<file path="config.mk">
export PLATFORM = sky130hd
export DESIGN_NAME = bsr_host
export DESIGN_NICKNAME = d
export VERILOG_FILES = /design/src/design/bsr_pkg.sv /design/src/design/bsr_host.sv
export SDC_FILE = /design/constraint.sdc
export NUM_CORES = 1
export LEC_CHECK = 0
export BUFFER_PORTS_ARGS = -buffer_cell sky130_fd_sc_hd__buf_2
export CAP_MARGIN = 10
export CORE_ASPECT_RATIO = 1.25
export CORE_MARGIN = 8
export CORE_UTILIZATION = 55
export CTS_CLUSTER_DIAMETER = 30
export DETAILED_ROUTE_END_ITERATION = 10
export GPL_ROUTABILITY_DRIVEN = 0
export GPL_TIMING_DRIVEN = 0
export HOLD_SLACK_MARGIN = 0.08
export PLACE_DENSITY = 0.92
export SETUP_SLACK_MARGIN = 0.4
export SYNTH_ARGS = -nofsm -noshare
export SYNTH_HDL_FRONTEND = slang
export SYNTH_SLANG_ARGS = --single-unit
</file>
<file path="constraint.sdc">
create_clock -name clk_sys -period 3.85 [get_ports clk_sys]
set_clock_uncertainty 0.05 [all_clocks]
set_input_delay 0.1925 -clock clk_sys [delete_from_list [all_inputs] [get_ports clk_sys]]
set_output_delay 0.1925 -clock clk_sys [all_outputs]
set_load 0.01 [all_outputs]
</file>
<file path="src/design/bsr_pkg.sv">
package bsr_pkg;
  localparam int CLK_HZ           = 10000000;
  localparam int ADDR_W           = 13;
  localparam int DATA_W           = 8;
  // Timing figures in ns, slowest speed grade
  localparam int T_CYCLE_NS       = 150;
  localparam int T_ACCESS_NS      = 150;
  localparam int T_STROBE_NS      = 130;
  localparam int T_DATA_SETUP_NS  = 70;
  localparam int T_RECOVER_NS     = 10;
  localparam int T_FLOAT_NS       = 75;
  // Least times round up
  localparam int CYC_ACCESS  = (T_ACCESS_NS * (CLK_HZ / 1000000) + 999) / 1000 + 1;
  localparam int CYC_STROBE  = (T_STROBE_NS * (CLK_HZ / 1000000) + 999) / 1000;
  localparam int CYC_RECOVER = (T_RECOVER_NS * (CLK_HZ / 1000000) + 999) / 1000;
  localparam int CYC_FLOAT   = (T_FLOAT_NS * (CLK_HZ / 1000000) + 999) / 1000;
  localparam int CNT_W       = 4;
  localparam logic [CNT_W-1:0] CNT_ZERO = 4'h0;
  localparam logic [CNT_W-1:0] CNT_ONE  = 4'h1;
  localparam logic [CNT_W-1:0] CNT_ACCESS  = CNT_W'(CYC_ACCESS);
  localparam logic [CNT_W-1:0] CNT_STROBE  = CNT_W'(CYC_STROBE);
  localparam logic [CNT_W-1:0] CNT_RECOVER = CNT_W'(CYC_RECOVER);
  localparam logic [CNT_W-1:0] CNT_FLOAT   = CNT_W'(CYC_FLOAT);
  localparam logic [ADDR_W-1:0] ADDR_RST = 13'h0000;
  localparam logic [DATA_W-1:0] DATA_RST = 8'h00;

  typedef enum logic [2:0] {
    BSR_IDLE   = 3'h0,
    BSR_RD     = 3'h1,
    BSR_WR     = 3'h2,
    BSR_RECOV  = 3'h3,
    BSR_FAILED = 3'h4
  } bsr_state_t;
endpackage
</file>
<file path="src/design/bsr_host.sv">
`timescale 1ns/1ps
module bsr_host (
  input  wire logic                       clk_sys,
  input  wire logic                       rst_n,
  input  wire logic                       req_valid,
  input  wire logic                       req_write,
  input  wire logic [bsr_pkg::ADDR_W-1:0] req_addr,
  input  wire logic [bsr_pkg::DATA_W-1:0] req_wdata,
  output logic                            req_ready,
  output logic                            rsp_valid,
  output logic [bsr_pkg::DATA_W-1:0]      rsp_rdata,
  output logic                            power_fail,
  input  wire logic                       power_good,
  output logic [bsr_pkg::ADDR_W-1:0]      location_select,
  output logic                            select_low_n,
  output logic                            select_high,
  output logic                            gate_n,
  output logic                            strobe_n,
  input  wire logic [bsr_pkg::DATA_W-1:0] byte_lanes_i,
  output logic [bsr_pkg::DATA_W-1:0]      byte_lanes_o,
  output logic                            byte_lanes_oe_n,
  input  wire logic                       fail_int_n_i
);
  typedef struct packed {
    bsr_pkg::bsr_state_t          st;
    logic [bsr_pkg::CNT_W-1:0]    cnt;
    logic [bsr_pkg::ADDR_W-1:0]   addr;
    logic [bsr_pkg::DATA_W-1:0]   wdata;
    logic [bsr_pkg::DATA_W-1:0]   rdata;
    logic                         sel_n;
    logic                         sel_h;
    logic                         gate_n;
    logic                         strobe_n;
    logic                         oe_n;
    logic                         ready;
    logic                         rsp;
    logic                         fail;
  } bsr_regs_t;

  bsr_regs_t                  s_ff;
  bsr_regs_t                  nxt_s;
  logic                       fail_now;
  logic                       int_q;
  logic                       pg_q;
  logic [bsr_pkg::DATA_W-1:0] lanes_q;

  // Pin levels from outside the clock domain pass two flops first
  bsr_sync2 #(
    .W (1)
  ) u_bsr_sync2_int (
    .clk_sys (clk_sys),
    .rst_n   (rst_n),
    .raw     (fail_int_n_i),
    .synced  (int_q)
  );

  bsr_sync2 #(
    .W (1)
  ) u_bsr_sync2_pg (
    .clk_sys (clk_sys),
    .rst_n   (rst_n),
    .raw     (power_good),
    .synced  (pg_q)
  );

  bsr_sync2 #(
    .W (bsr_pkg::DATA_W)
  ) u_bsr_sync2_lanes (
    .clk_sys (clk_sys),
    .rst_n   (rst_n),
    .raw     (byte_lanes_i),
    .synced  (lanes_q)
  );

  always_comb begin
    nxt_s = s_ff;
    nxt_s.rsp      = 1'b0;
    // Low interrupt means device deselect is imminent; stop at once
    fail_now = !int_q || !pg_q;
    if (s_ff.cnt != bsr_pkg::CNT_ZERO) begin
      nxt_s.cnt = s_ff.cnt - bsr_pkg::CNT_ONE;
    end
    if (fail_now && s_ff.st != bsr_pkg::BSR_FAILED) begin
      // Abort: a write cut here may only hurt this byte
      nxt_s.st       = bsr_pkg::BSR_FAILED;
      nxt_s.sel_n    = 1'b1;
      nxt_s.sel_h    = 1'b0;
      nxt_s.strobe_n = 1'b1;
      nxt_s.gate_n   = 1'b1;
      nxt_s.oe_n     = 1'b1;
      nxt_s.ready    = 1'b0;
      nxt_s.fail     = 1'b1;
    end else begin
      unique case (s_ff.st)
        bsr_pkg::BSR_IDLE: begin
          if (req_valid && s_ff.ready) begin
            nxt_s.ready = 1'b0;
            nxt_s.addr  = req_addr;
            nxt_s.wdata = req_wdata;
            nxt_s.sel_n = 1'b0;
            nxt_s.sel_h = 1'b1;
            if (req_write) begin
              // Gate stays high so the lanes never fight
              nxt_s.st       = bsr_pkg::BSR_WR;
              nxt_s.strobe_n = 1'b0;
              nxt_s.oe_n     = 1'b0;
              nxt_s.cnt      = bsr_pkg::CNT_STROBE;
            end else begin
              nxt_s.st     = bsr_pkg::BSR_RD;
              nxt_s.gate_n = 1'b0;
              nxt_s.cnt    = bsr_pkg::CNT_ACCESS;
            end
          end
        end
        bsr_pkg::BSR_RD: begin
          // Sample only after access time plus sync delay; earlier is garbage
          if (s_ff.cnt == bsr_pkg::CNT_ZERO) begin
            nxt_s.rdata  = lanes_q;
            nxt_s.rsp    = 1'b1;
            nxt_s.gate_n = 1'b1;
            nxt_s.sel_n  = 1'b1;
            nxt_s.sel_h  = 1'b0;
            nxt_s.st     = bsr_pkg::BSR_RECOV;
            nxt_s.cnt    = bsr_pkg::CNT_FLOAT;
          end
        end
        bsr_pkg::BSR_WR: begin
          if (s_ff.cnt == bsr_pkg::CNT_ZERO) begin
            // Strobe and select_low_n rise as select_high falls, all together; data held one more cycle for hold time
            nxt_s.strobe_n = 1'b1;
            nxt_s.sel_n    = 1'b1;
            nxt_s.sel_h    = 1'b0;
            nxt_s.rsp      = 1'b1;
            nxt_s.st       = bsr_pkg::BSR_RECOV;
            nxt_s.cnt      = bsr_pkg::CNT_RECOVER;
          end
        end
        bsr_pkg::BSR_RECOV: begin
          nxt_s.oe_n = 1'b1;
          if (s_ff.cnt == bsr_pkg::CNT_ZERO) begin
            nxt_s.st    = bsr_pkg::BSR_IDLE;
            nxt_s.ready = 1'b1;
          end
        end
        bsr_pkg::BSR_FAILED: begin
          // Stay deselected until both supply and interrupt are clean
          if (!fail_now) begin
            nxt_s.fail  = 1'b0;
            nxt_s.st    = bsr_pkg::BSR_RECOV;
            nxt_s.cnt   = bsr_pkg::CNT_FLOAT;
          end
        end
        default: begin
          nxt_s.st = bsr_pkg::BSR_FAILED;
        end
      endcase
    end
  end

  always_ff @(posedge clk_sys) begin
    if (!rst_n) begin
      s_ff          <= '0;
      s_ff.st       <= bsr_pkg::BSR_FAILED;
      s_ff.addr     <= bsr_pkg::ADDR_RST;
      s_ff.wdata    <= bsr_pkg::DATA_RST;
      s_ff.sel_n    <= 1'b1;
      s_ff.gate_n   <= 1'b1;
      s_ff.strobe_n <= 1'b1;
      s_ff.oe_n     <= 1'b1;
      s_ff.fail     <= 1'b1;
    end else begin
      s_ff <= nxt_s;
    end
  end

  assign req_ready       = s_ff.ready;
  assign rsp_valid       = s_ff.rsp;
  assign rsp_rdata       = s_ff.rdata;
  assign power_fail      = s_ff.fail;
  assign location_select = s_ff.addr;
  assign select_low_n    = s_ff.sel_n;
  assign select_high     = s_ff.sel_h;
  assign gate_n          = s_ff.gate_n;
  assign strobe_n        = s_ff.strobe_n;
  assign byte_lanes_o    = s_ff.wdata;
  assign byte_lanes_oe_n = s_ff.oe_n;
endmodule

module bsr_sync2 #(
  parameter int W = 1
) (
  input  wire logic         clk_sys,
  input  wire logic         rst_n,
  input  wire logic [W-1:0] raw,
  output logic [W-1:0]      synced
);
  typedef struct packed {
    logic [W-1:0] meta;
    logic [W-1:0] hold;
  } bsr_sync_regs_t;

  bsr_sync_regs_t s_ff;
  bsr_sync_regs_t nxt_s;

  always_comb begin
    nxt_s      = s_ff;
    nxt_s.meta = raw;
    // Only the second stage leaves this module
    nxt_s.hold = s_ff.meta;
  end

  always_ff @(posedge clk_sys) begin
    if (!rst_n) begin
      // Zero reads as supply bad, so the host starts deselected
      s_ff <= '0;
    end else begin
      s_ff <= nxt_s;
    end
  end

  assign synced = s_ff.hold;
endmodule

</file>
==> impl_metrics.py, run 1 <==
metrics = {
    "cts": {
        "cts_made_buffers": 9,
        "worstSkewPairLatency_ps": 340,
        "cts_max_level": 3,
        "post_cts.repair.setup_buffers": 0,
        "cts_max_path_buffers": 2,
        "clkTransAtPathRegs_ps": 80,
        "cts_tree": "yes",
        "cts_root_buffer": "clkbuf_8",
        "cts_resized": 0,
        "clkSinkCount": 64,
    },
    "critical_path": {
        "critPathLaunch": "s_ff[37]",
        "start_kind": "flip-flop",
        "critPathCaptureType": "flip-flop",
        "critPathSlowestCell": "or4_1",
        "path_class": "reg2reg",
        "crit_buf_inv": 3,
        "crit_family": "simple AND/OR/NAND/NOR gates",
        "slowest_delay_ps": 520,
        "reg2reg_from": "s_ff[37]",
        "timing.critical_path.to": "rsp_rdata[3]",
        "r2r_cells": 8,
        "path_cells": "inv_1 -> ha_1 -> or3b_1 -> or4_1 -> buf_2 -> buf_6 -> nand3_2 -> o21ai_2",
        "worstPathArrival_ps": 2290,
        "cp_max_fo": 10,
        "ff2ff_setup_slack_ps": 1750,
        "rr_endpoint": "rsp_rdata[3]",
        "worstSetupPathDepth": 8,
        "cp.required_ps": 4040,
    },
    "finish": {
        "syn_to_final_growth_pct": 37.1,
        "num_antenna_cells": 0,
        "fillers": 323,
        "nets": 441,
        "final_cells": 469,
        "final_cell_area_um2": 3570,
        "drive_gt1_frac": 0.330,
    },
    "job": {
        "maxCapViolations": 0,
    },
    "die": {
        "die_w_um": 77.5,
        "fp.dieH_um": 92.9,
        "fp.dieArea_um2": 7210,
        "core-area_um2": 4660,
        "boundaryPins": 72,
        "row_count": 28,
        "start_util": 0.559,
    },
    "pwr": {
        "pwr-share-clk": 0.410,
        "total_power_mw": 1.57,
        "p_seq_frac": 0.453,
        "intPower_mw": 1.17,
        "power_frac_comb": 0.137,
        "power_density_nw_per_um2": 439,
        "leakage_nw": 1.57,
        "netSwitchingPower_mw": 0.396,
        "p_sw_frac": 0.253,
        "vdd_drop_max_mv": 0.330,
    },
    "global_route": {
        "grt_pass1_wl_mm": 10.4,
        "grt_pass1_vias": 2307,
        "overflow": 0,
        "grtUsageTotal": 0.180,
        "antenna_found_initial": 0,
        "grt_max_degree": 14,
    },
    "sta": {
        "drv_slew": 0,
        "fin_crit_ps": 2100,
        "hold_viol": 0,
        "finalSetupViolCount": 0,
        "hold_slack_ps": 166,
        "rsz0062_at_grt": "false",
        "max_slew_margin": 0.585,
        "period_share": 0.544,
        "setup-tns-final_ps": 0,
        "worst_pin_slew_ps": 616,
        "max_freq_mhz": 477,
    },
    "synth": {
        "yosys.area.top_type": "dfxtp_1",
        "ys_seq_area_frac": 0.492,
        "ys_types": 38,
        "post_synth.cell_area_avg_um2": 8.95,
        "synthFlopType": "dfxtp_1",
        "synth_edf_count": 0,
        "netlist_area_um2": 2600,
        "syn-instance-count": 291,
        "yosys_warnings": 0,
        "synthTopCellsByArea": "dfxtp_1 (49%), nand2_1 (8.5%), buf_4 (8.4%)",
        "synth_top_area_frac": 0.492,
        "synth_seq_cells": 64,
        "postSynth.asyncResetShare": 0,
        "synth_nets": 328,
    },
    "placement": {
        "dp_hpwl_mm": 3.96,
        "post_dp_cell_area_um2": 3030,
        "placed_cells": 422,
        "port_buffers": 71,
    },
    "detailed_routing": {
        "drt_iter0_drc": 140,
        "viasPerCell": 4.93,
        "wirelength_mm": 6.21,
        "vias": 2310,
        "antenna_left": 0,
        "post_drt_wl_per_cell_um": 13.2,
        "firstDrtPassIters": 4,
        "drc": 0,
    },
    "run_status": {
        "status": "finished clean",
    },
    "hold_path": {
        "holdCritPathClass": "in2reg",
    },
}
## cell families after synthesis
family                     Yosys count  share of synthesized area
xor gates and xnor gates             3                     0.0101
AOI/OAI and AO/OA                   52                      0.145
muxes                                1                    0.00384
buffers and inverters               51                      0.120
DFF                                 64                      0.492
and+or+nand+nor                    118                      0.220
adders and majority gates            2                    0.00961
## cell usage after synthesis (all sizes together) (2+ instances only)
cell	count
dfxtp	64
nand2	59
buf	35
a21boi	22
and2	21
o21ai	14
nand3	12
clkbuf	11
nor2	8
nor3	7
a21oi	6
inv	5
xnor2	3
ha	2
nand4	2
o221ai	2
o311ai	2
or2	2
or3b	2
or4	2
## per-stage QoR
step                      setup WS, ps   util
final                             1750  0.766
after global routing              1660  0.766
after CTS                         1750  0.766
after detailed placement          1760  0.651
after global placement            1810  0.651
after floorplan                   1910      -
## worst min-delay path, cell delays in order
cell and delay, ps:
buf_2 100, a21boi_1 170, nand2_1 70
## final cells by class
cell class              instances  area, um^2  area share
flip-flops and latches         64        1280       0.359
well taps                      60        75.1      0.0210
inverters                       5        18.8     0.00526
repair buffers                102         666       0.186
multi-input cells             176        1010       0.283
plain buffers                  46         294      0.0823
clock inverters                 7         103      0.0287
clock buffers                   9         124      0.0347
## worst min-delay path by stage
| stage | startpoint | end | slack [ps] | cells past startpoint |
|---|---|---|---|---|
| finish | rst_n | gate_n | 170 | 3 |
| global placement | power_good | u_bsr_sync2_pg.nxt_s[0] | 350 | 2 |
| floorplan | fail_int_n_i | u_bsr_sync2_int.nxt_s[0] | 270 | 1 |
| CTS | rst_n | gate_n | 150 | 3 |
| detailed placement | byte_lanes_i[6] | u_bsr_sync2_lanes.nxt_s[6] | 350 | 2 |
| global route | rst_n | gate_n | 180 | 3 |
## timing repair
| action | CTS | global route |
|---|---|---|
| setup endpoints to repair | 0 | 0 |
| hold buffers | 31 | 0 |
| endpoints found under the hold margin | 31 | 0 |
## power by group through the flow
stage | clock network (mW) | registers (mW) | logic (mW)
finish | 0.643 | 0.710 | 0.215
floorplan | 0 | 0.720 | 0.139
global route | 0.687 | 0.713 | 0.241
CTS | 0.658 | 0.709 | 0.212
global placement | 0 | 0.722 | 0.177
detailed placement | 0 | 0.724 | 0.188
## registers in the layout, summed over array words and instances, names as in the netlist, 7 cells and up
register / flops
u_bsr_sync2_lanes.synced: 8
u_bsr_sync2_lanes.nxt_s: 8
rsp_rdata: 8
s_ff: 7
location_select: 13
byte_lanes_o: 8
## layout by cell type, fill, tap and decap left out, drive strengths merged, types with 2 or more instances in the layout
cell,instances
ha,2
or4,2
and2,21
nand3,12
xnor2,3
bufinv,2
nand2,59
dfxtp,64
buf,106
dlygate4sd3,31
nor3,7
inv,7
or3b,2
o311ai,2
o21ai,14
clkbuf,20
clkinv,2
nor2,8
or2,2
a21boi,22
a21oi,6
o221ai,2
nand4,2
## metal layers
layer  track usage  vias to the layer above  part of all wire
met1         0.181                     1053              0.41
met3        0.0601                        7             0.062
met5             0                        -                 0
met2         0.326                       82              0.52
li1              -                     1168                 -
met4        0.0852                        0             0.013
Note: power is estimated with default switching activity, not from simulation.
==> run 2: changes to the inputs <==
- CORE_UTILIZATION: 55 -> 51
- PLACE_DENSITY: 0.92 -> 0.87
- clock period: 3.85 -> 2 ns (I/O delays scaled with it)
==> impl_metrics.py, run 2 (synthesized netlist as in run 1, its figures left out) <==
metrics = {
    "die": {
        "row_count": 29,
        "start_util": 0.520,
        "core-area_um2": 5010,
        "fp.dieH_um": 95.9,
        "die_w_um": 79.9,
        "boundaryPins": 72,
        "fp.dieArea_um2": 7660,
    },
    "detailed_routing": {
        "antenna_left": 0,
        "wirelength_mm": 7.25,
        "vias": 2502,
        "drt_iter0_drc": 174,
        "firstDrtPassIters": 4,
        "post_drt_wl_per_cell_um": 14.9,
        "drc": 0,
        "viasPerCell": 5.13,
    },
    "sta": {
        "max_freq_mhz": 513,
        "max_slew_margin": 0.586,
        "hold_viol": 0,
        "worst_pin_slew_ps": 621,
        "finalSetupViolCount": 0,
        "hold_slack_ps": 218,
        "drv_slew": 0,
        "setup-tns-final_ps": 0,
        "period_share": 0.974,
        "fin_crit_ps": 1950,
        "rsz0062_at_grt": "true",
    },
    "cts": {
        "cts_max_level": 3,
        "worstSkewPairLatency_ps": 340,
        "clkTransAtPathRegs_ps": 70,
        "cts_root_buffer": "clkbuf_8",
        "cts_max_path_buffers": 2,
        "cts_made_buffers": 9,
        "cts_tree": "yes",
        "clkSinkCount": 64,
    },
    "global_route": {
        "antenna_found_initial": 0,
        "grt_pass1_wl_mm": 10.9,
        "grtUsageMet2": 0.323,
        "use_met3": 0.0542,
        "met1_usage": 0.196,
        "grt_pass1_vias": 2349,
        "grtUsageTotal": 0.181,
        "grt_most_used_layer": "met2",
        "overflow": 0,
        "grt_max_degree": 12,
    },
    "pwr": {
        "intPower_mw": 2.11,
        "leakage_nw": 1.76,
        "vdd_drop_max_mv": 0.614,
        "power_frac_comb": 0.193,
        "total_power_mw": 2.90,
        "power_density_nw_per_um2": 732,
        "p_seq_frac": 0.473,
        "netSwitchingPower_mw": 0.790,
        "pwr-share-clk": 0.334,
        "p_sw_frac": 0.272,
    },
    "finish": {
        "final_core_util": 0.791,
        "num_antenna_cells": 0,
        "drive_gt1_frac": 0.460,
        "largest_reg_flops": 13,
        "syn_to_final_growth_pct": 52.1,
        "layout_common_cells": "buf_2 (72), dfxtp_1 (60), nand2_1 (52)",
        "nets": 459,
        "final_cell_area_um2": 3960,
        "layout_commonest_cell": "buf_2",
    },
    "critical_path": {
        "worstPathArrival_ps": 2120,
        "ff2ff_setup_slack_ps": 50,
        "start_kind": "flip-flop",
        "cp.required_ps": 2180,
        "path_class": "reg2reg",
        "cp_max_fo": 4,
        "critPathCaptureType": "flip-flop",
    },
    "placement": {
        "post_dp_cell_area_um2": 3070,
        "dp_hpwl_mm": 4.06,
        "port_buffers": 71,
    },
    "job": {
        "maxCapViolations": 0,
    },
    "hold_path": {
        "holdCritPathClass": "in2reg",
    },
    "run_status": {
        "status": "finished clean",
    },
}
## run 2: what timing repair did
item	CTS	global route
cloned	1	2
pin swaps	7	18
hold buffers	33	0
setup endpoints to repair	40	42
hold endpoints to repair	35	0
gates resized for setup	32	59
buffers inserted	7	6
## run 2: worst max-delay path: stages (launching register included)
cell and delay [ps]:
dfxtp_2 330, inv_2 70, ha_4 120, or3b_4 370
or4_4 500, buf_8 160, buf_6 110, nand3_2 60
o21ai_2 70
## run 2: final timing paths
check                                                 from                           to  cells after the start
worst max-delay path                              s_ff[38]                 rsp_rdata[6]                      8
worst min-delay path                             req_valid              byte_lanes_oe_n                      4
worst max register to register                    s_ff[38]                 rsp_rdata[6]                      8
worst min register to register  u_bsr_sync2_lanes.nxt_s[2]  u_bsr_sync2_lanes.synced[2]                      1
## run 2: area by class of cell
class	count	area (um^2)
plain buffers	46	350
clock buffers	10	138
clock inverters	5	33.8
fillers	321	1050
inverters	5	18.8
multi-input cells	176	1200
flip-flops and latches	64	1290
well taps	62	77.6
repair buffers	120	855
## run 2: metrics by stage
step	std cells	setup WS [ps]
2_1_floorplan	291	86.0
3_3_place_gp	424	11.0
3_5_place_dp	424	-9.94
4_1_cts	480	36.3
5_1_grt	488	3.44
6_report	488	52.1
## run 2: routing by layer
metal | vias to the layer above | wire length (um)
li1 | 1201 | -
met1 | 1157 | 2610
met2 | 128 | 3880
met3 | 16 | 610
met4 | 0 | 148
met5 | - | 0
## run 2: power groups by stage
stage | clock network, mW | logic [mW] | registers, mW
after floorplan | 0 | 0.302 | 1.39
after global placement | 0 | 0.380 | 1.40
after detailed placement | 0 | 0.402 | 1.40
after CTS | 0.980 | 0.534 | 1.37
after global routing | 1.05 | 0.612 | 1.38
final | 0.969 | 0.559 | 1.37
==> run 3: changes to the inputs <==
- SETUP_SLACK_MARGIN: 0.4 -> 0.05
==> impl_metrics.py, run 3 (synthesized netlist as in run 1, its figures left out) <==
metrics = {
    "run_status": {
        "status": "complete, but fails checks",
        "violations": "setup timing",
    },
    "cts": {
        "cts_max_path_buffers": 2,
        "worstSkewPairLatency_ps": 330,
        "cts_tree": "yes",
        "clkSinkCount": 64,
        "cts_max_level": 3,
        "clkTransAtPathRegs_ps": 70,
        "cts_root_buffer": "clkbuf_8",
        "cts_made_buffers": 9,
    },
    "critical_path": {
        "start_kind": "flip-flop",
        "critPathSlowestCell": "or4_4",
        "slowest_delay_ps": 520,
        "critical_path.most_common_cell": "buf_6",
        "r2r_cells": 8,
        "worstSetupPathDepth": 8,
        "cp_max_fo": 5,
        "reg2reg_from": "s_ff[38]",
        "critPathCaptureType": "flip-flop",
        "crit_family": "simple AND/OR/NAND/NOR gates",
        "crit_buf_inv": 3,
        "worstPathArrival_ps": 2180,
        "ff2ff_setup_slack_ps": -8,
        "path_cells": "inv_2 -> ha_4 -> or3b_4 -> or4_4 -> buf_6 -> buf_6 -> nand3_1 -> o21ai_2",
        "rr_endpoint": "rsp_rdata[0]",
        "cp.required_ps": 2180,
        "path_class": "reg2reg",
    },
    "placement": {
        "pre_cts_ws_ps": -93.3,
        "dp_hpwl_mm": 3.93,
        "port_buffers": 71,
    },
    "detailed_routing": {
        "firstDrtPassIters": 5,
        "wirelength_mm": 6.30,
        "drc": 0,
        "routed.top_layer": "met4",
        "antenna_left": 0,
        "wl_met1_mm": 2.53,
        "viasPerCell": 4.84,
        "drt_iter0_drc": 74,
        "met3_length_um": 356,
        "wl_met2_mm": 3.21,
        "vias": 2312,
        "post_drt_wl_per_cell_um": 13.2,
    },
    "finish": {
        "nets": 448,
        "largest_reg_flops": 13,
        "final_core_util": 0.739,
        "layout_common_cells": "buf_2 (73), dfxtp_1 (62), nand2_1 (59)",
        "layout_commonest_cell": "buf_2",
        "num_antenna_cells": 0,
        "drive_gt1_frac": 0.368,
        "syn_to_final_growth_pct": 42.1,
        "fillers": 345,
    },
    "global_route": {
        "overflow": 0,
        "grtUsageTotal": 0.172,
        "grt_max_degree": 13,
        "grt_pass1_wl_mm": 10.3,
        "antenna_found_initial": 0,
        "grt_pass1_vias": 2288,
    },
    "sta": {
        "worst_pin_slew_ps": 626,
        "max_slew_margin": 0.578,
        "period_share": 1.00,
        "setup_slack_ps": -7.64,
        "max_freq_mhz": 498,
        "drv_slew": 0,
        "finalSetupViolCount": 2,
        "hold_viol": 0,
        "rsz0062_at_grt": "true",
        "fin_crit_ps": 2010,
    },
    "job": {
        "maxCapViolations": 0,
    },
    "die": {
        "fp.dieH_um": 95.9,
        "row_count": 29,
        "start_util": 0.520,
        "core-area_um2": 5010,
        "die_w_um": 79.9,
        "fp.dieArea_um2": 7660,
        "boundaryPins": 72,
    },
    "pwr": {
        "power_density_nw_per_um2": 815,
        "leakage_nw": 1.62,
        "total_power_mw": 3.02,
        "p_seq_frac": 0.455,
        "pwr-share-clk": 0.370,
        "intPower_mw": 2.24,
        "p_sw_frac": 0.256,
        "netSwitchingPower_mw": 0.773,
        "vdd_drop_max_mv": 0.794,
        "power_frac_comb": 0.175,
    },
    "hold_path": {
        "min_path_cells": 4,
        "holdCritPathClass": "in2reg",
        "hold_start": "req_valid",
        "min_to": "byte_lanes_oe_n",
    },
}
run 3: area by class of cell:
class / instances / area (um^2) / area share
sequential: 64 / 1280 / 0.347
multi-input combinational: 176 / 1050 / 0.284
timing repair buffer: 109 / 747 / 0.202
buffer: 46 / 318 / 0.0859
clock buffer: 10 / 138 / 0.0372
tap: 62 / 77.6 / 0.0210
clock inverter: 6 / 67.6 / 0.0183
inverter: 5 / 18.8 / 0.00507
run 3: worst max-delay path by stage:
stage | start | endpoint | slack (ps)
2_1_floorplan | s_ff[37] | rsp_rdata[2] | 60
3_3_place_gp | s_ff[37] | rsp_rdata[3] | -50
3_5_place_dp | s_ff[37] | rsp_rdata[2] | -90
4_1_cts | s_ff[38] | rsp_rdata[0] | 7
5_1_grt | s_ff[38] | rsp_rdata[0] | -50
6_report | s_ff[38] | rsp_rdata[0] | -8
run 3: stage by stage:
| stage | hold slack [ps] | TNS [ps] | std cells | area, um^2 |
|---|---|---|---|---|
| after floorplan | 177 | 0 | 291 | 2600 |
| after global placement | 255 | -97.6 | 424 | 3040 |
| after detailed placement | 260 | -456 | 424 | 3040 |
| after CTS | 146 | 0 | 478 | 3680 |
| after global routing | 186 | -208 | 478 | 3700 |
| final | 175 | -7.82 | 478 | 3700 |
run 3: per-layer routing:
layer	vias to the layer above	track usage
met4	0	0.102
met5	-	0
li1	1176	-
met1	1037	0.174
met2	82	0.307
met3	17	0.0467
run 3: repair_timing:
item,in CTS,in global routing
gates cloned,1,0
setup endpoints to repair,10,33
hold endpoints to repair,33,0
hold buffers,33,0
pin swaps,1,1
gates resized for setup,16,11
buffers inserted,4,0
run 3: power by group through the flow:
stage | clock [mW] | combinational [mW] | sequential [mW]
2_1_floorplan | 0 | 0.268 | 1.39
3_3_place_gp | 0 | 0.341 | 1.39
3_5_place_dp | 0 | 0.362 | 1.39
4_1_cts | 1.14 | 0.506 | 1.37
5_1_grt | 1.21 | 0.580 | 1.38
6_report | 1.11 | 0.528 | 1.37
run 3: worst min-delay path, delay by kind of cell:
kind / cells / cell delay, ps
AO/OA/AOI/OAI: 1 / 70
AND/OR/NAND/NOR: 2 / 220
buffers and inverters: 1 / 140
